## config.mk

```make
export PLATFORM = sky130hd
export DESIGN_NAME = ttr_router
export DESIGN_NICKNAME = d
export VERILOG_FILES = /design/src/rtl/ttr_pkg.sv /design/src/rtl/ttr_router.sv
export VERILOG_INCLUDE_DIRS = /design/src /design/src/rtl
export SDC_FILE = /design/constraint.sdc
export NUM_CORES = 1
export LEC_CHECK = 0
export BUFFER_PORTS_ARGS = -buffer_cell sky130_fd_sc_hd__buf_2
export CAP_MARGIN = 20
export CORE_MARGIN = 3
export CORE_UTILIZATION = 54
export CTS_BUF_LIST = sky130_fd_sc_hd__clkbuf_8
export DETAILED_ROUTE_END_ITERATION = 8
export PLACE_DENSITY_LB_ADDON = 0.3
export SKIP_LAST_GASP = 1
export SLEW_MARGIN = 20
export SYNTH_ARGS = -nofsm -noshare
export SYNTH_HDL_FRONTEND = slang
export SYNTH_SLANG_ARGS = --single-unit
```

## constraint.sdc

```tcl
create_clock -name core_clk -period 1.9 [get_ports core_clk]
set_clock_uncertainty 0.1 [all_clocks]
set_input_delay 0.285 -clock core_clk [delete_from_list [all_inputs] [get_ports core_clk]]
set_output_delay 0.285 -clock core_clk [all_outputs]
set_load 0.005 [all_outputs]
```

## src/rtl/ttr_map.svh

```systemverilog
// Register map, field positions and constants of the thermal trip event router
`ifndef TTR_MAP_SVH
`define TTR_MAP_SVH
// ----------------------------------------
// Offsets
// ----------------------------------------
`define TTR_OFS_AUX      12'hCEC
`define TTR_OFS_AUX_ALT  12'hCDC
`define TTR_OFS_ERR      12'hCF0
`define TTR_OFS_SMI      12'hCF1
`define TTR_OFS_SCI      12'hCF2
`define TTR_OFS_INTR     12'hCF3
`define TTR_OFS_EXT      12'hCFF
`define TTR_OFS_STAT     12'hCEA
// ----------------------------------------
// Fields and values
// ----------------------------------------
`define TTR_AUX_LOCK_BIT 31
`define TTR_UNLOCK_PAT   32'h04C1C202
`define TTR_SEL_MASK     8'h0F
`define TTR_EXT_EN_BIT   7
`define TTR_EXT_TTS_BIT  6
`define TTR_EXT_AS1_BIT  5
`define TTR_EXT_AS0_BIT  4
`define TTR_EXT_ROUTE_BIT 0
`define TTR_EV_AUX0      0
`define TTR_EV_HOT       1
`define TTR_EV_CAT       2
`define TTR_EV_AUX1      3
`define TTR_ZERO8        8'h00
`define TTR_ZERO32       32'h00000000
`endif

```

## src/rtl/ttr_pkg.sv

```systemverilog
// Types of the thermal trip event router
package ttr_pkg;
	typedef enum logic [1:0] {UNL_IDLE, UNL_ONE, UNL_TWO} ttr_unl_type;
	typedef struct packed {
		logic        err;
		logic        smi;
		logic        sci;
		logic        intr;
	} ttr_msg_type;
	typedef struct packed {
		logic [7:0]  aux1_target;
		logic        aux_lock;
		ttr_unl_type unl;
		logic [3:0]  err_sel;
		logic [3:0]  smi_sel;
		logic [3:0]  sci_sel;
		logic [3:0]  intr_sel;
		logic        ext_en;
		logic        throttle_kind_select;
		logic        as1;
		logic        as0;
		logic        route;
		logic [1:0]  ext_s1;
		logic [1:0]  ext_s2;
		logic [1:0]  ext_prev;
		logic [3:0]  ev_prev;
		logic [3:0]  int_up;
		logic [3:0]  int_dn;
		logic [3:0]  ext_up;
		logic [3:0]  ext_dn;
		ttr_msg_type req;
		logic [31:0] rdata;
		logic        throttle;
		logic        throttle_dev;
	} ttr_state_type;
endpackage

```

## src/rtl/ttr_router.sv

```systemverilog
// Thermal trip event router: registers, trip flags and link message requests
`timescale 1ns/100ps
`include "ttr_map.svh"
module ttr_router (
	// Clock and reset
	input  wire logic                 core_clk,
	input  wire logic                 rst_n,
	// Register port
	input  wire logic                 reg_wr,
	input  wire logic                 reg_rd,
	input  wire logic [11:0]          reg_addr,
	input  wire logic [31:0]          reg_wdata,
	output logic      [31:0]          reg_rdata,
	// Global enables from the main error command registers
	input  wire logic                 global_error_command,
	input  wire logic                 global_smi_enable,
	input  wire logic                 global_sci_enable,
	// Internal sensor trip levels, Aux0 Hot Cat Aux1
	input  wire logic [3:0]           internal_trip,
	input  wire logic                 internal_throttle_en,
	// External sensor pins, active low, and mode straps from other registers
	input  wire logic                 first_external_sensor_input_n,
	input  wire logic                 second_external_sensor_input_n,
	input  wire logic                 fast_exit_en,
	input  wire logic                 aux0_remap_en,
	// Link message requests and acceptance
	output ttr_pkg::ttr_msg_type      msg_req,
	input  wire ttr_pkg::ttr_msg_type msg_ack,
	// Throttle outputs
	output logic                      throttle_active,
	output logic                      throttle_whole_device
);
	ttr_pkg::ttr_state_type s_q;
	ttr_pkg::ttr_state_type s_d;
	logic [3:0] ext_ev;
	logic [3:0] all_ev;
	logic [3:0] rise;
	logic [3:0] fall;
	logic       wr_aux;
	logic       wr_other;
	logic [1:0] ext_hot;

	// ----------------------------------------
	// Next state
	// ----------------------------------------
	always_comb
	begin
		s_d = s_q;
		ext_hot = ~s_q.ext_s2 & {2{s_q.ext_en}};
		// Map external inputs onto trip events
		ext_ev = 4'h0;
		if (ext_hot[0] && !aux0_remap_en)
		begin
			if (s_q.as0)
				ext_ev[`TTR_EV_HOT] = 1'b1;
			else
				ext_ev[`TTR_EV_CAT] = 1'b1;
		end
		if (ext_hot[0] && aux0_remap_en)
			ext_ev[`TTR_EV_AUX0] = 1'b1;
		if (ext_hot[1] && !fast_exit_en)
		begin
			if (s_q.as1)
				ext_ev[`TTR_EV_AUX0] = 1'b1;
			else
				ext_ev[`TTR_EV_HOT] = 1'b1;
		end
		all_ev = internal_trip | ext_ev;
		rise = all_ev & ~s_q.ev_prev;
		fall = ~all_ev & s_q.ev_prev;
		s_d.ev_prev = all_ev;
		s_d.ext_prev = ext_hot;
		s_d.ext_s1 = {second_external_sensor_input_n, first_external_sensor_input_n};
		s_d.ext_s2 = s_q.ext_s1;
		wr_aux = reg_wr && (reg_addr == `TTR_OFS_AUX);
		wr_other = reg_wr && !wr_aux && (reg_addr != `TTR_OFS_AUX_ALT);
		// Register writes
		if (reg_wr)
		begin
			case (reg_addr)
				`TTR_OFS_AUX:
				begin
					if (!s_q.aux_lock)
					begin
						s_d.aux1_target = reg_wdata[7:0];
						s_d.aux_lock = reg_wdata[`TTR_AUX_LOCK_BIT];
					end
				end
				`TTR_OFS_ERR:
					s_d.err_sel = reg_wdata[3:0];
				`TTR_OFS_SMI:
					s_d.smi_sel = reg_wdata[3:0];
				`TTR_OFS_SCI:
					s_d.sci_sel = reg_wdata[3:0];
				`TTR_OFS_INTR:
					s_d.intr_sel = reg_wdata[3:0];
				`TTR_OFS_EXT:
				begin
					if (reg_wdata[`TTR_EXT_EN_BIT])
						s_d.ext_en = 1'b1;
					if (!s_q.ext_en)
					begin
						s_d.throttle_kind_select = reg_wdata[`TTR_EXT_TTS_BIT];
						s_d.as1 = reg_wdata[`TTR_EXT_AS1_BIT];
						s_d.as0 = reg_wdata[`TTR_EXT_AS0_BIT];
					end
					s_d.route = reg_wdata[`TTR_EXT_ROUTE_BIT];
				end
				`TTR_OFS_STAT:
				begin
					s_d.int_up = s_q.int_up & ~reg_wdata[4:1];
					s_d.int_dn = s_q.int_dn & ~reg_wdata[9:6];
				end
				default:
				begin
				end
			endcase
		end
		// Unlock sequence: pattern at main, then alternate, then alternate
		if (s_q.aux_lock)
		begin
			if (wr_other)
				s_d.unl = ttr_pkg::UNL_IDLE;
			else if (reg_wr)
			begin
				case (s_q.unl)
					ttr_pkg::UNL_IDLE:
						s_d.unl = (wr_aux && reg_wdata == `TTR_UNLOCK_PAT) ?
							ttr_pkg::UNL_ONE : ttr_pkg::UNL_IDLE;
					ttr_pkg::UNL_ONE:
						s_d.unl = (!wr_aux && reg_wdata == `TTR_UNLOCK_PAT) ?
							ttr_pkg::UNL_TWO : ttr_pkg::UNL_IDLE;
					ttr_pkg::UNL_TWO:
					begin
						s_d.unl = ttr_pkg::UNL_IDLE;
						if (!wr_aux && reg_wdata == `TTR_UNLOCK_PAT)
							s_d.aux_lock = 1'b0;
					end
					default:
						s_d.unl = ttr_pkg::UNL_IDLE;
				endcase
			end
		end
		else
			s_d.unl = ttr_pkg::UNL_IDLE;
		// Sticky crossing flags; a new event wins over a clear
		if (s_q.route)
		begin
			s_d.ext_up = s_q.ext_up | (rise & ext_ev);
			s_d.ext_dn = s_q.ext_dn | (fall & s_q.ev_prev & ~internal_trip);
			s_d.int_up = s_d.int_up | (rise & internal_trip);
			s_d.int_dn = s_d.int_dn | (fall & ~ext_ev);
		end
		else
		begin
			s_d.int_up = s_d.int_up | rise;
			s_d.int_dn = s_d.int_dn | fall;
		end
		// Message requests: set per rising event, held until accepted
		s_d.req.err = (s_q.req.err & ~msg_ack.err)
			| (global_error_command && |(rise & s_q.err_sel));
		s_d.req.smi = (s_q.req.smi & ~msg_ack.smi)
			| (global_smi_enable && |(rise & s_q.smi_sel));
		s_d.req.sci = (s_q.req.sci & ~msg_ack.sci)
			| (global_sci_enable && |(rise & s_q.sci_sel));
		s_d.req.intr = (s_q.req.intr & ~msg_ack.intr) | |(rise & s_q.intr_sel);
		// Throttling from either source
		s_d.throttle = (internal_throttle_en && |internal_trip[2:1]) || (|ext_hot);
		s_d.throttle_dev = s_q.throttle_kind_select;
		// Read data, reserved bits zero
		s_d.rdata = `TTR_ZERO32;
		if (reg_rd)
		begin
			case (reg_addr)
				`TTR_OFS_AUX:
					s_d.rdata = {s_q.aux_lock, 23'h000000, s_q.aux1_target};
				`TTR_OFS_ERR:
					s_d.rdata = {28'h0000000, s_q.err_sel};
				`TTR_OFS_SMI:
					s_d.rdata = {28'h0000000, s_q.smi_sel};
				`TTR_OFS_SCI:
					s_d.rdata = {28'h0000000, s_q.sci_sel};
				`TTR_OFS_INTR:
					s_d.rdata = {28'h0000000, s_q.intr_sel};
				`TTR_OFS_EXT:
					s_d.rdata = {24'h000000, s_q.ext_en, s_q.throttle_kind_select, s_q.as1, s_q.as0,
						ext_hot[0], ext_hot[1] & ~fast_exit_en, 1'b0, s_q.route};
				`TTR_OFS_STAT:
					s_d.rdata = {22'h000000, s_q.int_dn, 1'b0, s_q.int_up, 1'b0};
				default:
					s_d.rdata = `TTR_ZERO32;
			endcase
		end
	end

	// ----------------------------------------
	// State register
	// ----------------------------------------
	always_ff @(posedge core_clk or negedge rst_n)
	begin
		if (!rst_n)
			s_q <= '0;
		else
			s_q <= s_d;
	end

	// Outputs straight from flops
	assign reg_rdata = s_q.rdata;
	assign msg_req = s_q.req;
	assign throttle_active = s_q.throttle;
	assign throttle_whole_device = s_q.throttle_dev;
endmodule

```

==> qor.csv, run 1 <==
metric;value;unit
nets@finish;481;
wire length on met3;652;um
CP max stage delay;0.43;ns
Buf/Inv on CP;1;
fin crit period;1.84;ns
Cell Int Power;2320;uW
Antenna diodes;0;
CP startpoint;s_q[68];
Setup violations, final;0;
Cell Area, Placed;4010;um2
worst-path cell chain;nor2b_2 -> a221oi_1 -> nor2_1 -> buf_4 -> a221o_1;
final worst slack;0.0611;ns
cell taking the most area after synthesis;dfrtp_1;
Primary FF master, synth;dfrtp_1;
uppermost layer routed;met4;
Die Span X;86.9;um
Setup CP Type;reg2reg;
Reg-to-Reg End;msg_req[3];
Syn Std Cell Area;3530;um2
max-cap violation count;0;
top fanout value on the critical path;6;
initial antenna violation count;0;
share of cells above drive strength 1;35.2;%
CTS tree;done;
Worst Reg2Reg Path Length in Cells;5;
synthesis-to-finish area growth;21.6;%
#FFs+latches synth;65;
clock sinks;65;
CTS root buf;clkbuf_8;
Clock power frac;44.5;%
CTS H-tree lvls;3;
post-synth cell types;62;
last element of the critical path;msg_req[3];
input/output buffers;80;
post-synthesis sequential area ratio;46.1;%
core footprint;6130;um2
f_max;544;MHz
vias in the first global route;2866;
async set or reset register ratio after synthesis;100;%
CP endpoint kind;flop;
pwr dens;706;nW/um2
Crit-path slowest cell;dfrtp_1;
drt pass-1 iters;5;
unrepaired setup endpoints after global routing;true;
crit path DAT;1.97;ns
gr usage total;25.4;%
HPWL after DPL;6860;um
most common cell in the netlist;dfrtp_1;
wl on met1;3770;um
worst slew pin tran;0.617;ns
DRC viols;0;
Max Root-Sink Buffers;2;
area of the die;7540;um2
Row Count;28;
Comb power frac;9.1;%
Routed Wire Length;8980;um
Worst R2R Start;s_q[68];
worst vdd ir;819;uV
first-pass GRT wire length;14600;um
final instance area;4290;um2
DRT iter0 DRCs;275;
Switching Fraction;23.4;%
Layout fillers;479;
Critical Path RT;2.03;ns
status;completed;
Synth area leaders;dfrtp_1, buf_4, mux2_1;
met2 wire length;4420;um
WHS;0.0723;ns
CP Launch Type;flop;
gr ovfl total;0;
Crit path depth;5;
most frequent cells after synthesis;dfrtp_1, buf_4, mux2_1, nand2_1, inv_1;
R2R Setup Slk;0.06;ns
Final Hold Fails;0;
final period utilization;96.8;%
largest net degree at the start of global routing;31;
Die Ht;86.9;um
Slew HR;58.7;%
syn_area_per_cell;11.1;um2
Via Count;2885;
Synth top area share;46.1;%
initial core utilization;57.6;%
Ys Warns;0;
Ports;102;
DR WL/cell;18.1;um
P_leak;0.00213;uW
antenna-violating nets left;0;
vias per cell;5.82;
clk_lat worst skew;0.35;ns
Clock transition at path regs;0.07;ns
worst min path class;in2reg;
fin. max-slew vios;0;
Seq pwr share;46.5;%
Top Family by Delay on Critical Path;compound AO/OA/AOI/OAI gates;
Placement Setup Slack;0.00644;ns
NetSw;708;uW
CTS Buf Count;9;
Setup Buffers After CTS;0;
Mapped Cells;318;
gpl congestion;0.903;
Post-synth EDFFs;0;
worst reg2reg max path: stages (launching register included):
cell and delay, ns:
dfrtp_1 0.43, nor2b_2 0.22, a221oi_1 0.41, nor2_1 0.07, buf_4 0.17, a221o_1 0.32
sequential cells by signal, summed over array words and instances, names as in the netlist:
register / flops
msg_req: 4
throttle_whole_device: 1
s_q: 45
reg_rdata: 11
throttle_active: 1
s_d: 3
cell type report:
type                       count  area [um2]  share of cell area, %
inverter                      13        48.8                   1.14
multi-input combinational    213        1610                   37.5
clock buffer                  11         151                   3.53
clock inverter                 4        76.3                   1.78
tap                           75        93.8                   2.19
timing repair buffer         115         686                   16.0
sequential                    65        1630                   37.9
timing repair:
action | 4_1_cts | 5_1_grt
endpoints found under the hold margin | 15 | 0
hold buffers | 4 | 0
setup endpoints to repair | 0 | 7
gates resized for setup | 0 | 6
metal layers:
layer  track usage (%)  vias up
li1                  -     1319
met1              32.9     1407
met2              41.7      138
met3              7.00       21
met4              7.65        0
met5                 0        -
cell usage in the layout, fill, tap and decap left out, drive strengths merged, types with 7 or more instances in the layout:
| cell type | count |
|---|---|
| and2 | 7 |
| buf | 111 |
| clkbuf | 11 |
| conb | 21 |
| dfrtp | 65 |
| inv | 13 |
| mux2 | 31 |
| nand2 | 19 |
| nand3 | 7 |
| nor2b | 11 |
| nor3 | 8 |
cell families (layout without fill, tap and decap cells):
kind of cell	count (synthesis)	in the layout	share of synthesized area (%)
AO/OA/AOI/OAI	54	54	12.2
XOR/XNOR	1	1	0.248
flip-flops	65	65	46.1
other	1	21	0.106
multiplexers	32	32	10.2
buffers and inverters	60	143	11.0
AND/OR/NAND/NOR	105	105	20.2
power groups by stage:
stage | Clock, uW | Sequential (uW) | Combinational (uW)
4_1_cts | 1350 | 1410 | 271
3_5_place_dp | 0 | 1430 | 263
3_3_place_gp | 0 | 1430 | 257
6_report | 1350 | 1410 | 275
5_1_grt | 1410 | 1410 | 305
2_1_floorplan | 0 | 1430 | 127
per-stage QoR:
step	setup TNS (ns)	total power (uW)	instances	utilization [%]
2_1_floorplan	0	1560	338	-
3_3_place_gp	0	1690	477	65.3
3_5_place_dp	0	1700	477	65.3
4_1_cts	0	3030	496	69.7
5_1_grt	-0.0193	3120	496	70.0
6_report	0	3030	496	70.0
worst min-delay path by stage:
stage | start | endpoint | slack [ns] | cells after the start
after floorplan | rst_n | msg_req[0] | -0.11 | 0
after global placement | rst_n | msg_req[2] | 0.10 | 1
after detailed placement | rst_n | msg_req[0] | 0.11 | 1
after CTS | internal_throttle_en | throttle_active | 0.07 | 3
after global routing | global_sci_enable | msg_req[1] | 0.08 | 2
final | internal_throttle_en | throttle_active | 0.07 | 3
Note: power is estimated with default switching activity, not from simulation.
==> inputs of run 2 (changes only) <==
Clock period 1.9 ns to 2 ns, I/O delays scaled along.
==> run 2 against run 1 <==
Global-route usage decreased by 0.39 points. Non-clock buffer count is 9 lower. Critical path type unchanged. Power decreased by 10%. Worst setup slack improved by 0.052 ns. Sequential cell count stayed put. Die area unchanged. Utilization down 1.8 points. Design area fell by 2.6%. Critical path depth unchanged. Combinational power decreased by 11%.
==> qor.csv, run 2 (synthesis gave the netlist of run 1 again) <==
metric;value;unit
worst min path class;in2reg;
Critical Path RT;2.13;ns
Placed Cells;468;
DR WL/cell;18.1;um
P_leak;0.00207;uW
most frequent cells in the layout;buf_2, dfrtp_1, mux2_1;
Slew HR;51.2;%
final instance area;4180;um2
CP startpoint;s_q[68];
WHS;0.0736;ns
Die Ht;86.9;um
Cell Area, Placed;3940;um2
CTS root buf;clkbuf_8;
vias in the first global route;2960;
initial antenna violation count;0;
worst vdd ir;681;uV
Worst Reg2Reg Path Length in Cells;5;
fin crit period;1.89;ns
CTS tree;done;
first-pass GRT wire length;14400;um
CTS H-tree lvls;3;
R2R Setup Slk;0.11;ns
fin. max-slew vios;0;
drt pass-1 iters;4;
top fanout value on the critical path;6;
Clock transition at path regs;0.08;ns
Antenna diodes;0;
gr usage total;25.0;%
status;completed;
Final Hold Fails;0;
Via Count;2825;
Max Root-Sink Buffers;2;
core footprint;6130;um2
max reg flops;45;
CTS Buf Count;9;
DRC viols;0;
last element of the critical path;msg_req[1];
clock sinks;65;
final period utilization;94.3;%
CP endpoint kind;flop;
gpl congestion;0.921;
Reg with most FFs;s_q;
Routed Wire Length;8850;um
Non-Filler Instances;488;
share of cells above drive strength 1;32.9;%
clk_lat worst skew;0.35;ns
f_max;530;MHz
crit path DAT;2.02;ns
Die Span X;86.9;um
Setup violations, final;0;
input/output buffers;80;
vias per cell;5.79;
Worst R2R Start;s_q[68];
area of the die;7540;um2
gr ovfl total;0;
Setup CP Type;reg2reg;
max-cap violation count;0;
initial core utilization;57.6;%
most common cell after layout, fill and taps aside;buf_2;
HPWL after DPL;6810;um
Setup Buffers After CTS;0;
DRT iter0 DRCs;207;
Row Count;28;
CP Launch Type;flop;
Reg-to-Reg End;msg_req[1];
pwr dens;650;nW/um2
largest net degree at the start of global routing;45;
synthesis-to-finish area growth;18.4;%
worst slew pin tran;0.722;ns
nets@finish;472;
unrepaired setup endpoints after global routing;true;
antenna-violating nets left;0;
Ports;102;
-- run 2: cell types whose count changed in the layout (fill, tap and decap cells not counted), sizes merged --
| cell | change |
|---|---|
| clkinv | -1 |
| buf | -9 |
| inv | +2 |
| clkinvlp | +3 |
| bufinv | -1 |
| clkbuf | -2 |
-- run 2: final cells by class --
| type | count | area [um2] |
|---|---|---|
| clock buffers | 9 | 124 |
| clock inverters | 7 | 77.6 |
| fillers | 479 | 1950 |
| inverters | 13 | 48.8 |
| multi-input cells | 213 | 1590 |
| flip-flops and latches | 65 | 1630 |
| well taps | 75 | 93.8 |
| repair buffers | 106 | 618 |
-- run 2: power by group --
part	switching [uW]	internal, uW
logic	142	103
clock network	553	583
registers	10.2	1330
-- run 2: metal layers --
layer	up-vias	GRT usage, %	routed length (um)
met4	0	9.49	137
met2	128	39.5	4430
met5	-	0	0
met1	1377	32.0	3620
met3	19	8.33	670
li1	1301	-	-
-- run 2: how the worst min path moves through the flow --
stage | from | end | slack (ns) | depth (start not counted)
4_1_cts | internal_throttle_en | throttle_active | 0.06 | 3
2_1_floorplan | rst_n | msg_req[0] | -0.1 | 0
5_1_grt | global_sci_enable | msg_req[1] | 0.09 | 2
3_5_place_dp | rst_n | s_q[56] | 0.20 | 1
3_3_place_gp | rst_n | s_q[56] | 0.19 | 1
6_report | internal_throttle_en | throttle_active | 0.07 | 3
-- run 2: repair_timing --
action,4_1_cts,5_1_grt
gates resized for setup,0,1
hold buffers,4,0
setup endpoints to repair,0,2
hold endpoints to repair,24,0
-- run 2: critical path, cell delays in order, from the launching register on --
cell and delay (ns):
dfrtp_1 0.43, nor4b_1 0.16, buf_4 0.15, o311ai_0 0.35, o311ai_0 0.20, a221o_1 0.38
-- run 2: per-stage QoR --
stage	total power (uW)	setup TNS, ns	util (%)	setup slack, ns
2_1_floorplan	1480	0	-	0.181
3_3_place_gp	1590	0	64.2	0.0888
3_5_place_dp	1600	0	64.2	0.0605
4_1_cts	2740	0	68.2	0.126
5_1_grt	2830	-0.0157	68.2	-0.00780
6_report	2720	0	68.2	0.113
